$ cat src/verilog/pecb_pkg.sv
package pecb_pkg;
	localparam int unsigned PECB_ADR_W = 8;
	localparam int unsigned PECB_DAT_W = 32;
	localparam int unsigned PECB_REG_W = 16;
	// Register indices; byte address is four times the index
	localparam logic [5:0] PECB_IDX_IRQ_STATUS = 6'h12;
	localparam logic [5:0] PECB_IDX_FC_TALLY = 6'h14;
	localparam logic [5:0] PECB_IDX_RE_TALLY = 6'h15;
	localparam logic [5:0] PECB_IDX_SELF_TEST = 6'h16;
	localparam logic [5:0] PECB_IDX_IRQ_MASK = 6'h17;
	// Counter widths and half-full marks
	localparam int unsigned PECB_FC_W = 8;
	localparam int unsigned PECB_RE_W = 16;
	localparam int unsigned PECB_BIST_W = 16;
	localparam logic [7:0] PECB_FC_HALF = 8'h7F;
	localparam logic [15:0] PECB_RE_HALF = 16'h7FFF;
	// Self-test control fields
	localparam int unsigned PECB_BIT_WRAP = 14;
	localparam int unsigned PECB_BIT_PKT = 13;
	localparam int unsigned PECB_BIT_GEN_EN = 12;
	localparam int unsigned PECB_BIT_LOCK = 11;
	localparam int unsigned PECB_BIT_SYNC = 10;
	localparam int unsigned PECB_LB_LSB = 0;
	localparam int unsigned PECB_LB_W = 5;
	localparam logic [4:0] PECB_LB_PCS_IN = 5'h01;
	localparam logic [4:0] PECB_LB_PCS_OUT = 5'h02;
	localparam logic [4:0] PECB_LB_DIGITAL = 5'h04;
	localparam logic [4:0] PECB_LB_ANALOG = 5'h08;
	localparam logic [4:0] PECB_LB_REVERSE = 5'h10;
	localparam logic [4:0] PECB_LB_RST = 5'h00;
	// Interrupt status and mask layout
	localparam int unsigned PECB_IRQ_FC_BIT = 9;
	localparam int unsigned PECB_IRQ_RE_BIT = 8;
	localparam logic [1:0] PECB_IRQ_MASK_RST = 2'h0;

	typedef struct packed {
		logic false_carrier;
		logic rx_symbol_err;
		logic rx_dv;
		logic mii_loopback;
		logic chk_locked;
		logic chk_sync_lost;
		logic bist_err;
	} pecb_evt_s;

	typedef struct packed {
		logic pkt_gen_en;
		logic prbs_gen_en;
		logic prbs_chk_en;
		logic const_pkt;
		logic [4:0] loopback;
	} pecb_ctl_s;
endpackage : pecb_pkg

$ cat src/verilog/pecb_sat_counter.sv
`timescale 1ns/1ps
module pecb_sat_counter #(
	parameter int unsigned WIDTH = 8
) (
	input wire logic i_core_clk,
	input wire logic i_rstn,
	input wire logic i_inc,
	input wire logic i_clr,
	input wire logic i_wrap,
	output logic [WIDTH-1:0] o_count,
	output logic o_half_evt,
	output logic o_at_max,
	output logic o_wrap_pulse
);
	localparam logic [WIDTH-1:0] CNT_MAX = '1;
	localparam logic [WIDTH-1:0] CNT_HALF = CNT_MAX >> 1;

	generate
		if (WIDTH < 2) begin : g_bad_width
			$error("pecb_sat_counter: WIDTH below 2");
		end
	endgenerate

	logic [WIDTH-1:0] count_reg;
	logic half_reg;
	logic wrap_reg;
	wire at_max = (count_reg == CNT_MAX);
	wire step = i_inc & (~at_max | i_wrap);
	wire [WIDTH-1:0] plus_one = count_reg + 1'b1;
	// An event in the clearing cycle is kept as a count of one
	wire [WIDTH-1:0] count_next = i_clr ? {{(WIDTH-1){1'b0}}, i_inc} :
		(step ? plus_one : count_reg);
	wire half_next = step & ~i_clr & (count_reg == CNT_HALF);
	wire wrap_next = i_inc & i_wrap & at_max & ~i_clr;

	always_ff @(posedge i_core_clk or negedge i_rstn) begin
		if (!i_rstn) begin
			count_reg <= '0;
			half_reg <= 1'b0;
			wrap_reg <= 1'b0;
		end else begin
			count_reg <= count_next;
			half_reg <= half_next;
			wrap_reg <= wrap_next;
		end
	end

	assign o_count = count_reg;
	assign o_half_evt = half_reg;
	assign o_at_max = at_max;
	assign o_wrap_pulse = wrap_reg;
endmodule : pecb_sat_counter

$ cat src/verilog/pecb_sticky.sv
`timescale 1ns/1ps
module pecb_sticky #(
	parameter int unsigned WIDTH = 1
) (
	input wire logic i_core_clk,
	input wire logic i_rstn,
	input wire logic [WIDTH-1:0] i_set,
	input wire logic [WIDTH-1:0] i_clr,
	output logic [WIDTH-1:0] o_flag
);
	generate
		if (WIDTH < 1) begin : g_bad_width
			$error("pecb_sticky: WIDTH below 1");
		end
	endgenerate

	logic [WIDTH-1:0] flag_reg;
	// Set beats clear so no event is lost
	wire [WIDTH-1:0] flag_next = i_set | (flag_reg & ~i_clr);

	always_ff @(posedge i_core_clk or negedge i_rstn) begin
		if (!i_rstn) begin
			flag_reg <= '0;
		end else begin
			flag_reg <= flag_next;
		end
	end

	assign o_flag = flag_reg;
endmodule : pecb_sticky

$ cat src/verilog/pecb_top.sv
`timescale 1ns/1ps
module pecb_top #(
	parameter int unsigned BIST_W = pecb_pkg::PECB_BIST_W
) (
	input wire logic i_core_clk,
	input wire logic i_rstn,
	input wire logic i_wb_cyc,
	input wire logic i_wb_stb,
	input wire logic i_wb_we,
	input wire logic [pecb_pkg::PECB_ADR_W-1:0] i_wb_adr,
	input wire logic [3:0] i_wb_sel,
	input wire logic [pecb_pkg::PECB_DAT_W-1:0] i_wb_dat,
	output logic [pecb_pkg::PECB_DAT_W-1:0] o_wb_dat,
	output logic o_wb_ack,
	input wire pecb_pkg::pecb_evt_s i_evt,
	output pecb_pkg::pecb_ctl_s o_ctl,
	output logic o_prbs_max_pulse,
	output logic o_irq
);
	import pecb_pkg::*;

	generate
		if (BIST_W < 2 || BIST_W > PECB_REG_W) begin : g_bad_bist
			$error("pecb_top: BIST_W out of range");
		end
	endgenerate

	// Bus slave: request taken in one cycle, ack the next
	logic ack_reg;
	logic [PECB_DAT_W-1:0] rdat_reg;
	logic [5:0] ridx_reg;
	wire take = i_wb_cyc & i_wb_stb & ~ack_reg;
	wire [5:0] idx = i_wb_adr[7:2];
	wire wr = take & i_wb_we;
	wire rd = take & ~i_wb_we;
	wire hit_status = (idx == PECB_IDX_IRQ_STATUS);
	wire hit_fc = (idx == PECB_IDX_FC_TALLY);
	wire hit_re = (idx == PECB_IDX_RE_TALLY);
	wire hit_bist = (idx == PECB_IDX_SELF_TEST);
	wire hit_mask = (idx == PECB_IDX_IRQ_MASK);
	wire wr_lo = wr & i_wb_sel[0];
	wire wr_hi = wr & i_wb_sel[1];

	// Control bits written by software
	logic wrap_reg;
	logic pkt_reg;
	logic gen_en_reg;
	logic [PECB_LB_W-1:0] lb_reg;
	logic [1:0] mask_reg;
	pecb_ctl_s ctl_reg;

	wire wrap_next = (wr_hi & hit_bist) ?
		i_wb_dat[PECB_BIT_WRAP] : wrap_reg;
	wire pkt_next = (wr_hi & hit_bist) ?
		i_wb_dat[PECB_BIT_PKT] : pkt_reg;
	wire gen_en_next = (wr_hi & hit_bist) ?
		i_wb_dat[PECB_BIT_GEN_EN] : gen_en_reg;
	wire [PECB_LB_W-1:0] lb_next = (wr_lo & hit_bist) ?
		i_wb_dat[PECB_LB_LSB +: PECB_LB_W] : lb_reg;
	wire [1:0] mask_next = (wr_hi & hit_mask) ?
		{i_wb_dat[PECB_IRQ_FC_BIT], i_wb_dat[PECB_IRQ_RE_BIT]} : mask_reg;

	always_ff @(posedge i_core_clk or negedge i_rstn) begin
		if (!i_rstn) begin
			wrap_reg <= 1'b0;
			pkt_reg <= 1'b0;
			gen_en_reg <= 1'b0;
			lb_reg <= PECB_LB_RST;
			mask_reg <= PECB_IRQ_MASK_RST;
		end else begin
			wrap_reg <= wrap_next;
			pkt_reg <= pkt_next;
			gen_en_reg <= gen_en_next;
			lb_reg <= lb_next;
			mask_reg <= mask_next;
		end
	end

	// Read side effects fire at the take edge, with the data capture
	wire fc_clr = rd & hit_fc;
	wire re_clr = rd & hit_re;
	wire status_rd = rd & hit_status;
	wire bist_rd = rd & hit_bist;

	// False carrier tally
	logic [PECB_FC_W-1:0] fc_cnt;
	logic fc_half;
	pecb_sat_counter #(
		.WIDTH(PECB_FC_W)
	) u_fc_cnt (
		.i_core_clk(i_core_clk),
		.i_rstn(i_rstn),
		.i_inc(i_evt.false_carrier),
		.i_clr(fc_clr),
		.i_wrap(1'b0),
		.o_count(fc_cnt),
		.o_half_evt(fc_half),
		.o_at_max(),
		.o_wrap_pulse()
	);

	// Receive error tally; blind during MII loopback
	wire re_inc = i_evt.rx_symbol_err & i_evt.rx_dv
		& ~i_evt.mii_loopback;
	logic [PECB_RE_W-1:0] re_cnt;
	logic re_half;
	pecb_sat_counter #(
		.WIDTH(PECB_RE_W)
	) u_re_cnt (
		.i_core_clk(i_core_clk),
		.i_rstn(i_rstn),
		.i_inc(re_inc),
		.i_clr(re_clr),
		.i_wrap(1'b0),
		.o_count(re_cnt),
		.o_half_evt(re_half),
		.o_at_max(),
		.o_wrap_pulse()
	);

	// Self-test error counter; restarts whenever the packet bit is clear, holds at max when single mode stalls the checker
	logic [BIST_W-1:0] bist_cnt;
	logic bist_at_max;
	logic bist_wrap;
	wire chk_stalled = ~wrap_reg & bist_at_max;
	wire chk_on = pkt_reg & ~chk_stalled;
	wire bist_inc = i_evt.bist_err & chk_on;
	pecb_sat_counter #(
		.WIDTH(BIST_W)
	) u_bist_cnt (
		.i_core_clk(i_core_clk),
		.i_rstn(i_rstn),
		.i_inc(bist_inc),
		.i_clr(~pkt_reg),
		.i_wrap(wrap_reg),
		.o_count(bist_cnt),
		.o_half_evt(),
		.o_at_max(bist_at_max),
		.o_wrap_pulse(bist_wrap)
	);
	assign o_prbs_max_pulse = bist_wrap;

	// Pending half-full bits: cleared by status read or write-one
	wire [1:0] half_set = {fc_half, re_half};
	wire [1:0] w1c = (wr_hi & hit_status) ?
		{i_wb_dat[PECB_IRQ_FC_BIT], i_wb_dat[PECB_IRQ_RE_BIT]} : 2'h0;
	wire [1:0] half_clr = {2{status_rd}} | w1c;
	logic [1:0] pend;
	pecb_sticky #(
		.WIDTH(2)
	) u_pend (
		.i_core_clk(i_core_clk),
		.i_rstn(i_rstn),
		.i_set(half_set),
		.i_clr(half_clr),
		.o_flag(pend)
	);
	assign o_irq = |(pend & mask_reg);

	// Sync loss latches; a read lets it fall back to the live state
	logic sync_lost;
	pecb_sticky #(
		.WIDTH(1)
	) u_sync (
		.i_core_clk(i_core_clk),
		.i_rstn(i_rstn),
		.i_set(i_evt.chk_sync_lost),
		.i_clr(bist_rd),
		.o_flag(sync_lost)
	);

	// Illegal loopback codes select no loopback
	wire lb_legal = (lb_reg == PECB_LB_PCS_IN) ||
		(lb_reg == PECB_LB_PCS_OUT) || (lb_reg == PECB_LB_DIGITAL) ||
		(lb_reg == PECB_LB_ANALOG) || (lb_reg == PECB_LB_REVERSE);

	pecb_ctl_s ctl_next;
	always_comb begin
		ctl_next = '0;
		ctl_next.pkt_gen_en = gen_en_reg;
		ctl_next.prbs_gen_en = gen_en_reg & pkt_reg;
		ctl_next.prbs_chk_en = chk_on;
		ctl_next.const_pkt = gen_en_reg & ~pkt_reg;
		ctl_next.loopback = lb_legal ? lb_reg : PECB_LB_RST;
	end

	// Read data; reserved bits are never stored, so they read zero
	logic [PECB_REG_W-1:0] st_val;
	logic [PECB_REG_W-1:0] bist_val;
	always_comb begin
		st_val = '0;
		st_val[PECB_IRQ_FC_BIT] = pend[1];
		st_val[PECB_IRQ_RE_BIT] = pend[0];
		st_val[PECB_IRQ_FC_BIT-8] = mask_reg[1];
		st_val[PECB_IRQ_RE_BIT-8] = mask_reg[0];
		bist_val = '0;
		bist_val[PECB_BIT_WRAP] = wrap_reg;
		bist_val[PECB_BIT_PKT] = pkt_reg;
		bist_val[PECB_BIT_GEN_EN] = gen_en_reg;
		bist_val[PECB_BIT_LOCK] = i_evt.chk_locked;
		bist_val[PECB_BIT_SYNC] = sync_lost;
		bist_val[PECB_LB_LSB +: PECB_LB_W] = lb_reg;
	end

	wire [PECB_REG_W-1:0] mask_val = {6'h00,
		mask_reg[1], mask_reg[0], 8'h00};
	wire [PECB_REG_W-1:0] fc_val = {8'h00, fc_cnt};
	wire [PECB_REG_W-1:0] rd_mux =
		hit_fc ? fc_val :
		hit_re ? re_cnt :
		hit_bist ? bist_val :
		hit_status ? st_val :
		hit_mask ? mask_val : 16'h0000;
	wire [PECB_DAT_W-1:0] rdat_next = rd ? {16'h0000, rd_mux} : rdat_reg;

	always_ff @(posedge i_core_clk or negedge i_rstn) begin
		if (!i_rstn) begin
			ack_reg <= 1'b0;
			rdat_reg <= '0;
			ridx_reg <= '0;
			ctl_reg <= '0;
		end else begin
			ack_reg <= take;
			rdat_reg <= rdat_next;
			ridx_reg <= take ? idx : ridx_reg;
			ctl_reg <= ctl_next;
		end
	end

	assign o_wb_ack = ack_reg;
	assign o_wb_dat = rdat_reg;
	assign o_ctl = ctl_reg;
endmodule : pecb_top
$ cat config.mk
export PLATFORM = sky130hd
export DESIGN_NAME = pecb_top
export DESIGN_NICKNAME = d
export VERILOG_FILES = /design/src/verilog/pecb_pkg.sv /design/src/verilog/pecb_sat_counter.sv /design/src/verilog/pecb_sticky.sv /design/src/verilog/pecb_top.sv
export SDC_FILE = /design/constraint.sdc
export NUM_CORES = 1
export LEC_CHECK = 0
export BUFFER_PORTS_ARGS = -buffer_cell sky130_fd_sc_hd__buf_2
export CAP_MARGIN = 10
export CELL_PAD_IN_SITES_DETAIL_PLACEMENT = 1
export CELL_PAD_IN_SITES_GLOBAL_PLACEMENT = 2
export CORE_MARGIN = 4
export CORE_UTILIZATION = 36
export DETAILED_ROUTE_END_ITERATION = 10
export GPL_TIMING_DRIVEN = 0
export PLACE_DENSITY = 0.85
export SLEW_MARGIN = 20
export SYNTH_ARGS = -nofsm -noshare
export SYNTH_HDL_FRONTEND = slang
export SYNTH_SLANG_ARGS = --single-unit
export TNS_END_PERCENT = 30
$ cat constraint.sdc
create_clock -name i_core_clk -period 3.4 [get_ports i_core_clk]
set_clock_uncertainty 0.15 [all_clocks]
set_input_delay 0.68 -clock i_core_clk [delete_from_list [all_inputs] [get_ports i_core_clk]]
set_output_delay 0.68 -clock i_core_clk [all_outputs]
set_load 0.005 [all_outputs]
==> results of run 1 <==
==> metal layers <==
metal / GRT usage / vias to the layer above / part of all wire
li1: - / 1742 / -
met1: 0.2484 / 1821 / 0.45
met2: 0.2986 / 63 / 0.50
met3: 0.03805 / 12 / 0.039
met4: 0.05810 / 0 / 0.013
met5: 0 / - / 0
==> power breakdown <==
group | leakage [nW] | internal, mW | total [mW] | switching, mW
Sequential | 1.09 | 1.06 | 1.18 | 0.118
Clock | 0.145 | 0.608 | 1.00 | 0.392
Combinational | 1.12 | 0.141 | 0.297 | 0.156
==> kinds of logic (layout without fill, tap and decap cells) <==
| group | after synthesis | in the layout | share of synthesized area |
|---|---|---|---|
| AOI/OAI and AO/OA | 98 | 98 | 0.1546 |
| xor gates and xnor gates | 4 | 4 | 0.008151 |
| adders and majority gates | 3 | 3 | 0.008735 |
| buffers and inverters | 43 | 116 | 0.05939 |
| DFF | 82 | 82 | 0.4774 |
| muxes | 16 | 16 | 0.04018 |
| other | 1 | 16 | 0.0008725 |
| and+or+nand+nor | 181 | 181 | 0.2507 |
==> cell usage after synthesis, types with 3 or more instances <==
master / number
dfrtp_1: 82
nand2_1: 35
nor2_1: 33
a21oi_1: 28
o31ai_1: 20
buf_4: 19
or4_1: 17
nand3_1: 16
a221oi_1: 12
and3_1: 11
mux2_2: 10
nand4_1: 10
inv_1: 9
or3_1: 9
clkbuf_1: 7
nand2b_1: 7
buf_2: 6
mux2i_1: 6
o21ai_0: 6
nor3_1: 5
a21o_1: 4
a31oi_1: 4
and2_1: 4
nor4_1: 4
o21ai_1: 4
xnor2_1: 4
and4_1: 3
ha_1: 3
o211ai_1: 3
o22ai_1: 3
==> worst max path at each step <==
| stage | slack (ns) | end | cells past startpoint |
|---|---|---|---|
| 5_1_grt | 1.15 | u_re_cnt.o_count[0] | 6 |
| 3_5_place_dp | 0.97 | wrap_reg | 6 |
| 2_1_floorplan | 1.38 | gen_en_reg | 5 |
| 3_3_place_gp | 0.76 | u_re_cnt.o_count[12] | 1 |
| 6_report | 1.26 | u_re_cnt.o_count[0] | 6 |
| 4_1_cts | 1.23 | u_re_cnt.o_count[0] | 6 |
==> stage by stage <==
| step | worst slack [ns] | utilization | hold slack [ns] | instance area, um2 | power [mW] |
|---|---|---|---|---|---|
| 2_1_floorplan | 1.385 | - | 0.2344 | 4354 | 1.345 |
| 5_1_grt | 1.150 | 0.4453 | 0.1383 | 5150 | 2.621 |
| 3_3_place_gp | 0.7574 | 0.4162 | 0.2850 | 4813 | 1.477 |
| 6_report | 1.263 | 0.4453 | 0.1153 | 5150 | 2.480 |
| 3_5_place_dp | 0.9704 | 0.4188 | 0.2721 | 4843 | 1.504 |
| 4_1_cts | 1.234 | 0.4453 | 0.1247 | 5150 | 2.512 |
==> worst max-delay path: cells and delay by family (launching register included) <==
family / cells / cell delay, ns
AOI/OAI and AO/OA: 1 / 0.11
adders and majority gates: 1 / 0.24
buffers and inverters: 1 / 0.23
DFF: 1 / 0.44
and+or+nand+nor: 3 / 0.82
==> layout make-up <==
| class | count | area [um2] |
|---|---|---|
| clock inverters | 4 | 50.05 |
| well taps | 143 | 178.9 |
| inverters | 9 | 33.78 |
| multi-input cells | 318 | 2047 |
| plain buffers | 34 | 221.5 |
| fillers | 1318 | 6415 |
| clock buffers | 12 | 256.5 |
| repair buffers | 57 | 310.3 |
| flip-flops and latches | 82 | 2052 |
==> out/metrics.csv, run 1 <==
metric,value,unit
CTS Hold Bufs,0,
number of DRC markers in iteration 0,222,
Crit Reg-Reg Endpoint,u_re_cnt.o_count[0],
max_slew headroom,0.4372,
diode count,0,
Reg2Reg Launch Point,u_re_cnt.o_count[0],
Setup Buffers After CTS,0,
antenna violations before repair,0,
LEAKAGE,2.356,nW
DR vias,3638,
I/O Pins,100,
"Seq/Total Area, Yosys",0.4774,
Final period util,0.6285,
cells resized by post-CTS repair,0,
outcome,completed,
# clock sinks,82,
post-synthesis register bit count,82,
"Slowest-stage cell, CP",dfrtp_1,
core area,11560,um2
"Cell Count, Final, Fillers Out",659,
placed cells,643,
Routed Wire Length,11.87,mm
"CTS clk-pin slew, worst paths",0.06,ns
Worst Setup SP,u_re_cnt.o_count[0],
CTS max path bufs,2,
final setup TNS,0,ns
crit path DAT,2.18,ns
"Clk Latency, worst-skew pair",0.34,ns
final net count,570,
critical path launch point type,register,
Pre-antenna DRT Iters,4,
Area Growth Syn to Fin,19.83,%
Slew @ Worst Pin,0.8378,ns
# DRC,0,
asr flop ratio synth,1.000,
die area,13750,um2
Syn Area/Cell,10.04,um2
cell taking the most area after synthesis,dfrtp_1,
Initial Util,0.3716,
GRT Util Overall,0.1845,
grt total ovfl,0,
CP max FO,10,
Final min period,2.137,ns
Max Cap Viol,0,
synth unique cells,61,
crit end category,register,
Crit path required time,3.45,ns
WL/cell,18.01,um
vias per inst,5.520,
DPL Wire Length,8.860,mm
first-pass GRT wire length,19.61,mm
WS Path Type,register to register,
vias in the first global route,3724,
largest net degree at the start of global routing,56,
top-area cell type share of the netlist area,0.4774,
Detail Route Antenna Nets,0,
Pwr Density,481.5,nW/um2
H-tree lvl count,3,
R2R Setup Slk,1.26,ns
die span in y,117.3,um
share of layout cells above drive strength 1,0.2442,
Max Slew Vio Count,0,
RSZ-0062 raised after global routing,false,
top achievable clock speed,467.9,MHz
warnings from Yosys,0,
CP Cell Sequence,ha_1 -> nand4_2 -> nor4_2 -> buf_4 -> or3_1 -> o221ai_1,
Final GP Congestion,0.8070,
die width,117.3,um
most frequent cells in the layout,"dfrtp_1, buf_2, nand2_1",
"Top FF cell, synth",dfrtp_1,
"most common cell after layout, fill and taps aside",dfrtp_1,
"Cell Area, Synth",4298,um2
CTS tree,built,
FF-to-FF path depth,6,
"Hold Vio Cnt, Final",0,
"slowest stage delay, CP",0.44,ns
row cnt,39,
ranking of synthesized cells by area,"dfrtp_1, o31ai_1, buf_4",
clock root buffer,clkbuf_16,
# port buffers,56,
Final Setup Violations,0,
"EDFF count, synth",0,
Hold WC Path Type,input port to async pin,
maximum VDD drop,0.1981,mV
Mapped Cells,428,
CTS Buf Count,9,
Note: power is estimated with default switching activity, not from simulation.
==> inputs of run 2 (changes only) <==
--- a/config.mk
+++ b/config.mk
@@ -10,10 +10,10 @@
 export CELL_PAD_IN_SITES_DETAIL_PLACEMENT = 1
 export CELL_PAD_IN_SITES_GLOBAL_PLACEMENT = 2
 export CORE_MARGIN = 4
-export CORE_UTILIZATION = 36
+export CORE_UTILIZATION = 33
 export DETAILED_ROUTE_END_ITERATION = 10
 export GPL_TIMING_DRIVEN = 0
-export PLACE_DENSITY = 0.85
+export PLACE_DENSITY = 0.79
 export SLEW_MARGIN = 20
 export SYNTH_ARGS = -nofsm -noshare
 export SYNTH_HDL_FRONTEND = slang
==> constraint.sdc (replaced) <==
create_clock -name i_core_clk -period 2 [get_ports i_core_clk]
set_clock_uncertainty 0.15 [all_clocks]
set_input_delay 0.4 -clock i_core_clk [delete_from_list [all_inputs] [get_ports i_core_clk]]
set_output_delay 0.4 -clock i_core_clk [all_outputs]
set_load 0.005 [all_outputs]
==> out/metrics.csv, run 2 (synthesized netlist as in run 1, its figures left out) <==
metric,value,unit,change
Max Slew Vio Count,0,,unchanged
CP max FO,6,,-4
# port buffers,56,,unchanged
antenna violations before repair,0,,unchanged
Hold Crit Depth,2,,
most frequent cells in the layout,"dfrtp_1, buf_2, nand2_1",,
Final GP Congestion,0.7892,,-2.2%
share of layout cells above drive strength 1,0.2765,,+0.03233
Final period util,0.9585,,+0.3299
total power,4.002,mW,+61%
Fin Hold WS,0.1303,ns,+0.01502 ns
vias in the first global route,3773,,+1.3%
Hold WC Path Type,input port to register,,
Worst Setup SP,u_bist_cnt.o_count[0],,
Max Cap Viol,0,,unchanged
Pwr Density,754.7,nW/um2,+57%
largest net degree at the start of global routing,54,,-3.6%
Comb power frac,0.129,,+0.009
CTS tree,built,,
crit end category,register,,
# DRC,0,,unchanged
# clock sinks,82,,unchanged
grt total ovfl,0,,unchanged
DPL Wire Length,8.889,mm,+0.32%
Final min period,1.917,ns,-0.2201 ns
WL/cell,17.36,um,-3.6%
P_sw,1.114,mW,+67%
setup ws final,0.08306,ns,-1.180 ns
first-pass GRT wire length,19.75,mm,+0.74%
clock root buffer,clkbuf_16,,
diode count,0,,unchanged
FF-to-FF path depth,7,,+1
Sequential Power Share,0.504,,+0.027
switch share,0.2783,,+0.009456
core area,12670,um2,+9.6%
Final Setup Violations,0,,unchanged
Detail Route Antenna Nets,0,,unchanged
Initial Util,0.3392,,-0.03244
Slew @ Worst Pin,0.5216,ns,-0.3162 ns
critical path launch point type,register,,
"Hold Vio Cnt, Final",0,,unchanged
CTS max path bufs,2,,unchanged
Clk pwr share,0.367,,-0.036
vias per inst,5.277,,-4.4%
R2R Setup Slk,0.08,ns,-1.18 ns
final setup TNS,0,ns,unchanged
number of DRC markers in iteration 0,224,,+0.90%
total internal power,2.888,mW,+59%
"CTS clk-pin slew, worst paths",0.06,ns,about the same
Crit Reg-Reg Endpoint,u_bist_cnt.o_count[14],,
die width,122.1,um,+4.1%
Pre-antenna DRT Iters,4,,unchanged
"Cell Count, Final, Fillers Out",700,,+6.2%
placed cells,672,,+4.5%
"Clk Latency, worst-skew pair",0.34,ns,about the same
die area,14910,um2,+8.5%
top achievable clock speed,521.7,MHz,+11%
crit path DAT,2.02,ns,-0.16 ns
row cnt,41,,+5.1%
WS Path Type,register to register,,
Crit path required time,2.10,ns,-1.35 ns
pre-CTS WS,-0.1778,ns,-1.148 ns
outcome,completed,,
maximum VDD drop,0.4859,mV,+150%
Reg2Reg Launch Point,u_bist_cnt.o_count[0],,
final net count,583,,+2.3%
max_slew headroom,0.6523,,+0.2151
die span in y,122.1,um,+4.1%
"most common cell after layout, fill and taps aside",dfrtp_1,,
H-tree lvl count,3,,unchanged
I/O Pins,100,,unchanged
Routed Wire Length,12.15,mm,+2.4%
DR vias,3694,,+1.5%
Area Growth Syn to Fin,23.38,%,
crit path capture,u_bist_cnt.o_count[14],,
CTS Buf Count,9,,unchanged
LEAKAGE,2.422,nW,+2.8%
GRT Util Overall,0.1692,,-0.01531
run 2: layout make-up:
class	instances	area, um2
fill	1483	7368
multi-input combinational	318	2087
sequential	82	2057
timing repair buffer	71	432.9
clock buffer	12	236.5
buffer	33	222.7
tap	172	215.2
inverter	9	33.78
clock inverter	3	17.52
run 2: critical path, stage by stage (launching register included):
cell and delay (ns):
dfrtp_1 0.37, ha_2 0.21, nand4b_1 0.18, nor4_4 0.38
buf_6 0.19, buf_8 0.12, o31ai_1 0.07, a21oi_1 0.16
run 2: what timing repair did:
action,4_1_cts,5_1_grt
setup buffers,0,11
gates resized for setup,4,11
pin swaps,0,6
cloned,0,2
endpoints found under the hold margin,29,0
setup endpoints to repair,11,35
hold buffers,1,0
run 2: metrics by stage:
| step | instance area [um2] | utilization |
|---|---|---|
| floorplan | 4354 | - |
| global route | 5303 | 0.4185 |
| CTS | 5169 | 0.4079 |
| finish | 5303 | 0.4185 |
| global placement | 4850 | 0.3827 |
| detailed placement | 4880 | 0.3851 |
run 2: worst min-delay path by stage:
stage	from	endpoint	slack (ns)
after floorplan	i_rstn	gen_en_reg	-0.05
after global routing	i_evt[1]	u_sync.o_flag	0.11
after detailed placement	i_rstn	u_fc_cnt.o_count[1]	0.22
final	i_evt[1]	u_sync.o_flag	0.13
after CTS	i_evt[1]	u_sync.o_flag	0.12
after global placement	u_fc_cnt.o_half_evt	u_pend.o_flag[1]	0.28
run 2: power groups by stage:
stage / clock network, mW / logic (mW) / registers (mW)
3_5_place_dp: 0 / 0.517 / 2.03
2_1_floorplan: 0 / 0.315 / 1.97
3_3_place_gp: 0 / 0.485 / 2.03
4_1_cts: 1.52 / 0.525 / 2.01
6_report: 1.47 / 0.517 / 2.02
5_1_grt: 1.60 / 0.592 / 2.05
run 2: layer usage:
metal  global-route usage  vias up  wire (um)
met4              0.04409        0         89
met1               0.2167     1865       5439
met2               0.2904       46       6290
li1                     -     1777          -
met5                    0        -          0
met3              0.03668        6        333
==> inputs of run 3 (changes only) <==
--- a/config.mk
+++ b/config.mk
@@ -5,13 +5,13 @@
 export SDC_FILE = /design/constraint.sdc
 export NUM_CORES = 1
 export LEC_CHECK = 0
-export BUFFER_PORTS_ARGS = -buffer_cell sky130_fd_sc_hd__buf_2
 export CAP_MARGIN = 10
 export CELL_PAD_IN_SITES_DETAIL_PLACEMENT = 1
 export CELL_PAD_IN_SITES_GLOBAL_PLACEMENT = 2
 export CORE_MARGIN = 4
-export CORE_UTILIZATION = 33
+export CORE_UTILIZATION = 39
 export DETAILED_ROUTE_END_ITERATION = 10
+export DONT_BUFFER_PORTS = 1
 export GPL_TIMING_DRIVEN = 0
 export PLACE_DENSITY = 0.79
 export SLEW_MARGIN = 20
==> out/metrics.csv, run 3 (synthesized netlist as in run 1, its figures left out) <==
metric,value,unit,change
cell repeated most along the worst path,buf_6,,
CTS Buf Count,9,,unchanged
Max Cap Viol,0,,unchanged
first-pass GRT wire length,19.57,mm,-0.94%
final net count,516,,-11%
area of the multi-input gates,2121,um2,+1.6%
CP Cell Sequence,ha_2 -> nand4b_1 -> nor4_4 -> buf_6 -> buf_6 -> o21ai_1 -> a21oi_1,,
top achievable clock speed,520.6,MHz,-0.20%
Pre-antenna DRT Iters,4,,unchanged
vias in the first global route,3605,,-4.5%
"Cell Count, Final, Fillers Out",600,,-14%
Crit path required time,2.15,ns,+0.05 ns
crit end category,register,,
core area,10790,um2,-15%
"Hold Vio Cnt, Final",82,,+82
Final GP Congestion,0.8041,,+1.9%
vias per inst,5.710,,+8.2%
grt total ovfl,0,,unchanged
GRT Util Overall,0.1949,,+0.02568
maximum VDD drop,0.3289,mV,-32%
CP max FO,10,,+4
"delay-heaviest family, CP",simple AND/OR/NAND/NOR gates,,
Hold WC Path Type,input port to async pin,,
RSZ-0062 raised after global routing,true,,
sequential cell area,2057,um2,unchanged
H-tree lvl count,3,,unchanged
DPL Wire Length,8.622,mm,-3.0%
clock root buffer,clkbuf_8,,
diode count,0,,unchanged
"most common cell after layout, fill and taps aside",dfrtp_1,,
"slowest stage delay, CP",0.40,ns,+0.02 ns
Routed Wire Length,11.84,mm,-2.6%
crit path DAT,2.07,ns,+0.05 ns
Final min period,1.921,ns,+0.003830 ns
CTS max path bufs,2,,unchanged
max_slew headroom,0.6301,,-0.02222
# port buffers,0,,-100%
DR vias,3426,,-7.3%
I/O Pins,100,,unchanged
Slew @ Worst Pin,0.5549,ns,+0.03333 ns
outcome,"finished, violations left",,
share of layout cells above drive strength 1,0.1848,,-0.09173
largest net degree at the start of global routing,83,,+54%
# DRC,0,,unchanged
LEAKAGE,2.062,nW,-15%
Final Setup Violations,0,,unchanged
Max Slew Vio Count,0,,unchanged
Fin Hold WS,-0.4364,ns,-0.5666 ns
"Slowest-stage cell, CP",dfrtp_1,,
Final period util,0.9604,,+0.001915
failing checks,hold timing,,
most frequent cells in the layout,"dfrtp_1, nand2_1, nor2_1",,
die area,12760,um2,-14%
final setup TNS,0,ns,unchanged
number of DRC markers in iteration 0,269,,+20%
antenna violations before repair,0,,unchanged
row cnt,38,,-7.3%
Area Growth Syn to Fin,11.85,%,
# clock sinks,82,,unchanged
CP Buf/Inv Count,2,,unchanged
placed cells,583,,-13%
Detail Route Antenna Nets,0,,unchanged
WS Path Type,register to register,,
FILL cells,1232,,-17%
die width,113.0,um,-7.5%
Initial Util,0.3982,,+0.05902
"Clk Latency, worst-skew pair",0.37,ns,+0.03 ns
die span in y,113.0,um,-7.5%
CTS tree,built,,
"CTS clk-pin slew, worst paths",0.08,ns,+0.02 ns
WL/cell,19.73,um,+14%
critical path launch point type,register,,
Pwr Density,726.9,nW/um2,-3.7%
## run 3: changes by cell type in the layout (fill, tap and decap cells not counted), sizes merged
cell / before / now
clkbuf: 19 / 18
dlygate4sd3: 1 / 3
buf: 96 / 27
## run 3: final cells by class
| cell class | instances | area share |
|---|---|---|
| buffer | 33 | 0.04659 |
| clock buffer | 11 | 0.02941 |
| clock inverter | 3 | 0.003644 |
| inverter | 9 | 0.007028 |
| multi-input combinational | 318 | 0.4412 |
| sequential | 82 | 0.4279 |
| tap | 140 | 0.03644 |
| timing repair buffer | 4 | 0.007808 |
## run 3: where the power goes
| part | total [mW] | switching (mW) | internal, mW |
|---|---|---|---|
| registers | 2.03 | 0.217 | 1.81 |
| clock network | 1.08 | 0.615 | 0.468 |
| logic | 0.385 | 0.192 | 0.194 |
## run 3: timing repair
action                                  CTS  global route
endpoints found under the setup margin   18            37
pin swaps                                 0             4
buffers inserted                          0             1
hold endpoints to repair                 83            84
gates resized for setup                   4            20
hold buffers                              1             2
cloned                                    0             0
## run 3: through the flow
step | hold slack (ns) | worst slack, ns | total power [mW] | area [um2] | util
2_1_floorplan | -0.04559 | 0.2027 | 2.286 | 4354 | -
3_3_place_gp | -0.04313 | -0.07918 | 2.404 | 4529 | 0.4197
3_5_place_dp | -0.04241 | -0.1005 | 2.421 | 4529 | 0.4197
4_1_cts | -0.4573 | 0.00002776 | 3.523 | 4723 | 0.4376
5_1_grt | -0.4700 | -0.01052 | 3.709 | 4807 | 0.4454
6_report | -0.4364 | 0.07922 | 3.494 | 4807 | 0.4454
## run 3: worst paths after layout
kind | endpoint | depth (start not counted) | slack [ns] | from
setup / recovery | u_bist_cnt.o_count[3] | 7 | 0.08 | u_bist_cnt.o_count[0]
hold / removal | u_bist_cnt.o_count[13] | 0 | -0.44 | i_rstn
setup reg to reg | u_bist_cnt.o_count[3] | 7 | 0.08 | u_bist_cnt.o_count[0]
max in group asynchronous | u_re_cnt.o_count[1] | 0 | 2.01 | i_rstn
min in group i_core_clk | lb_reg[4] | 1 | 0.03 | i_wb_dat[4]
hold reg to reg | u_pend.o_flag[1] | 1 | 0.31 | u_fc_cnt.o_half_evt
## run 3: metal layers
| metal | vias to the layer above | GRT usage | part of all wire |
|---|---|---|---|
| li1 | 1629 | - | - |
| met1 | 1708 | 0.2780 | 0.48 |
| met2 | 80 | 0.2859 | 0.45 |
| met3 | 9 | 0.06150 | 0.055 |
| met4 | 0 | 0.05369 | 0.014 |
| met5 | - | 0 | 0 |
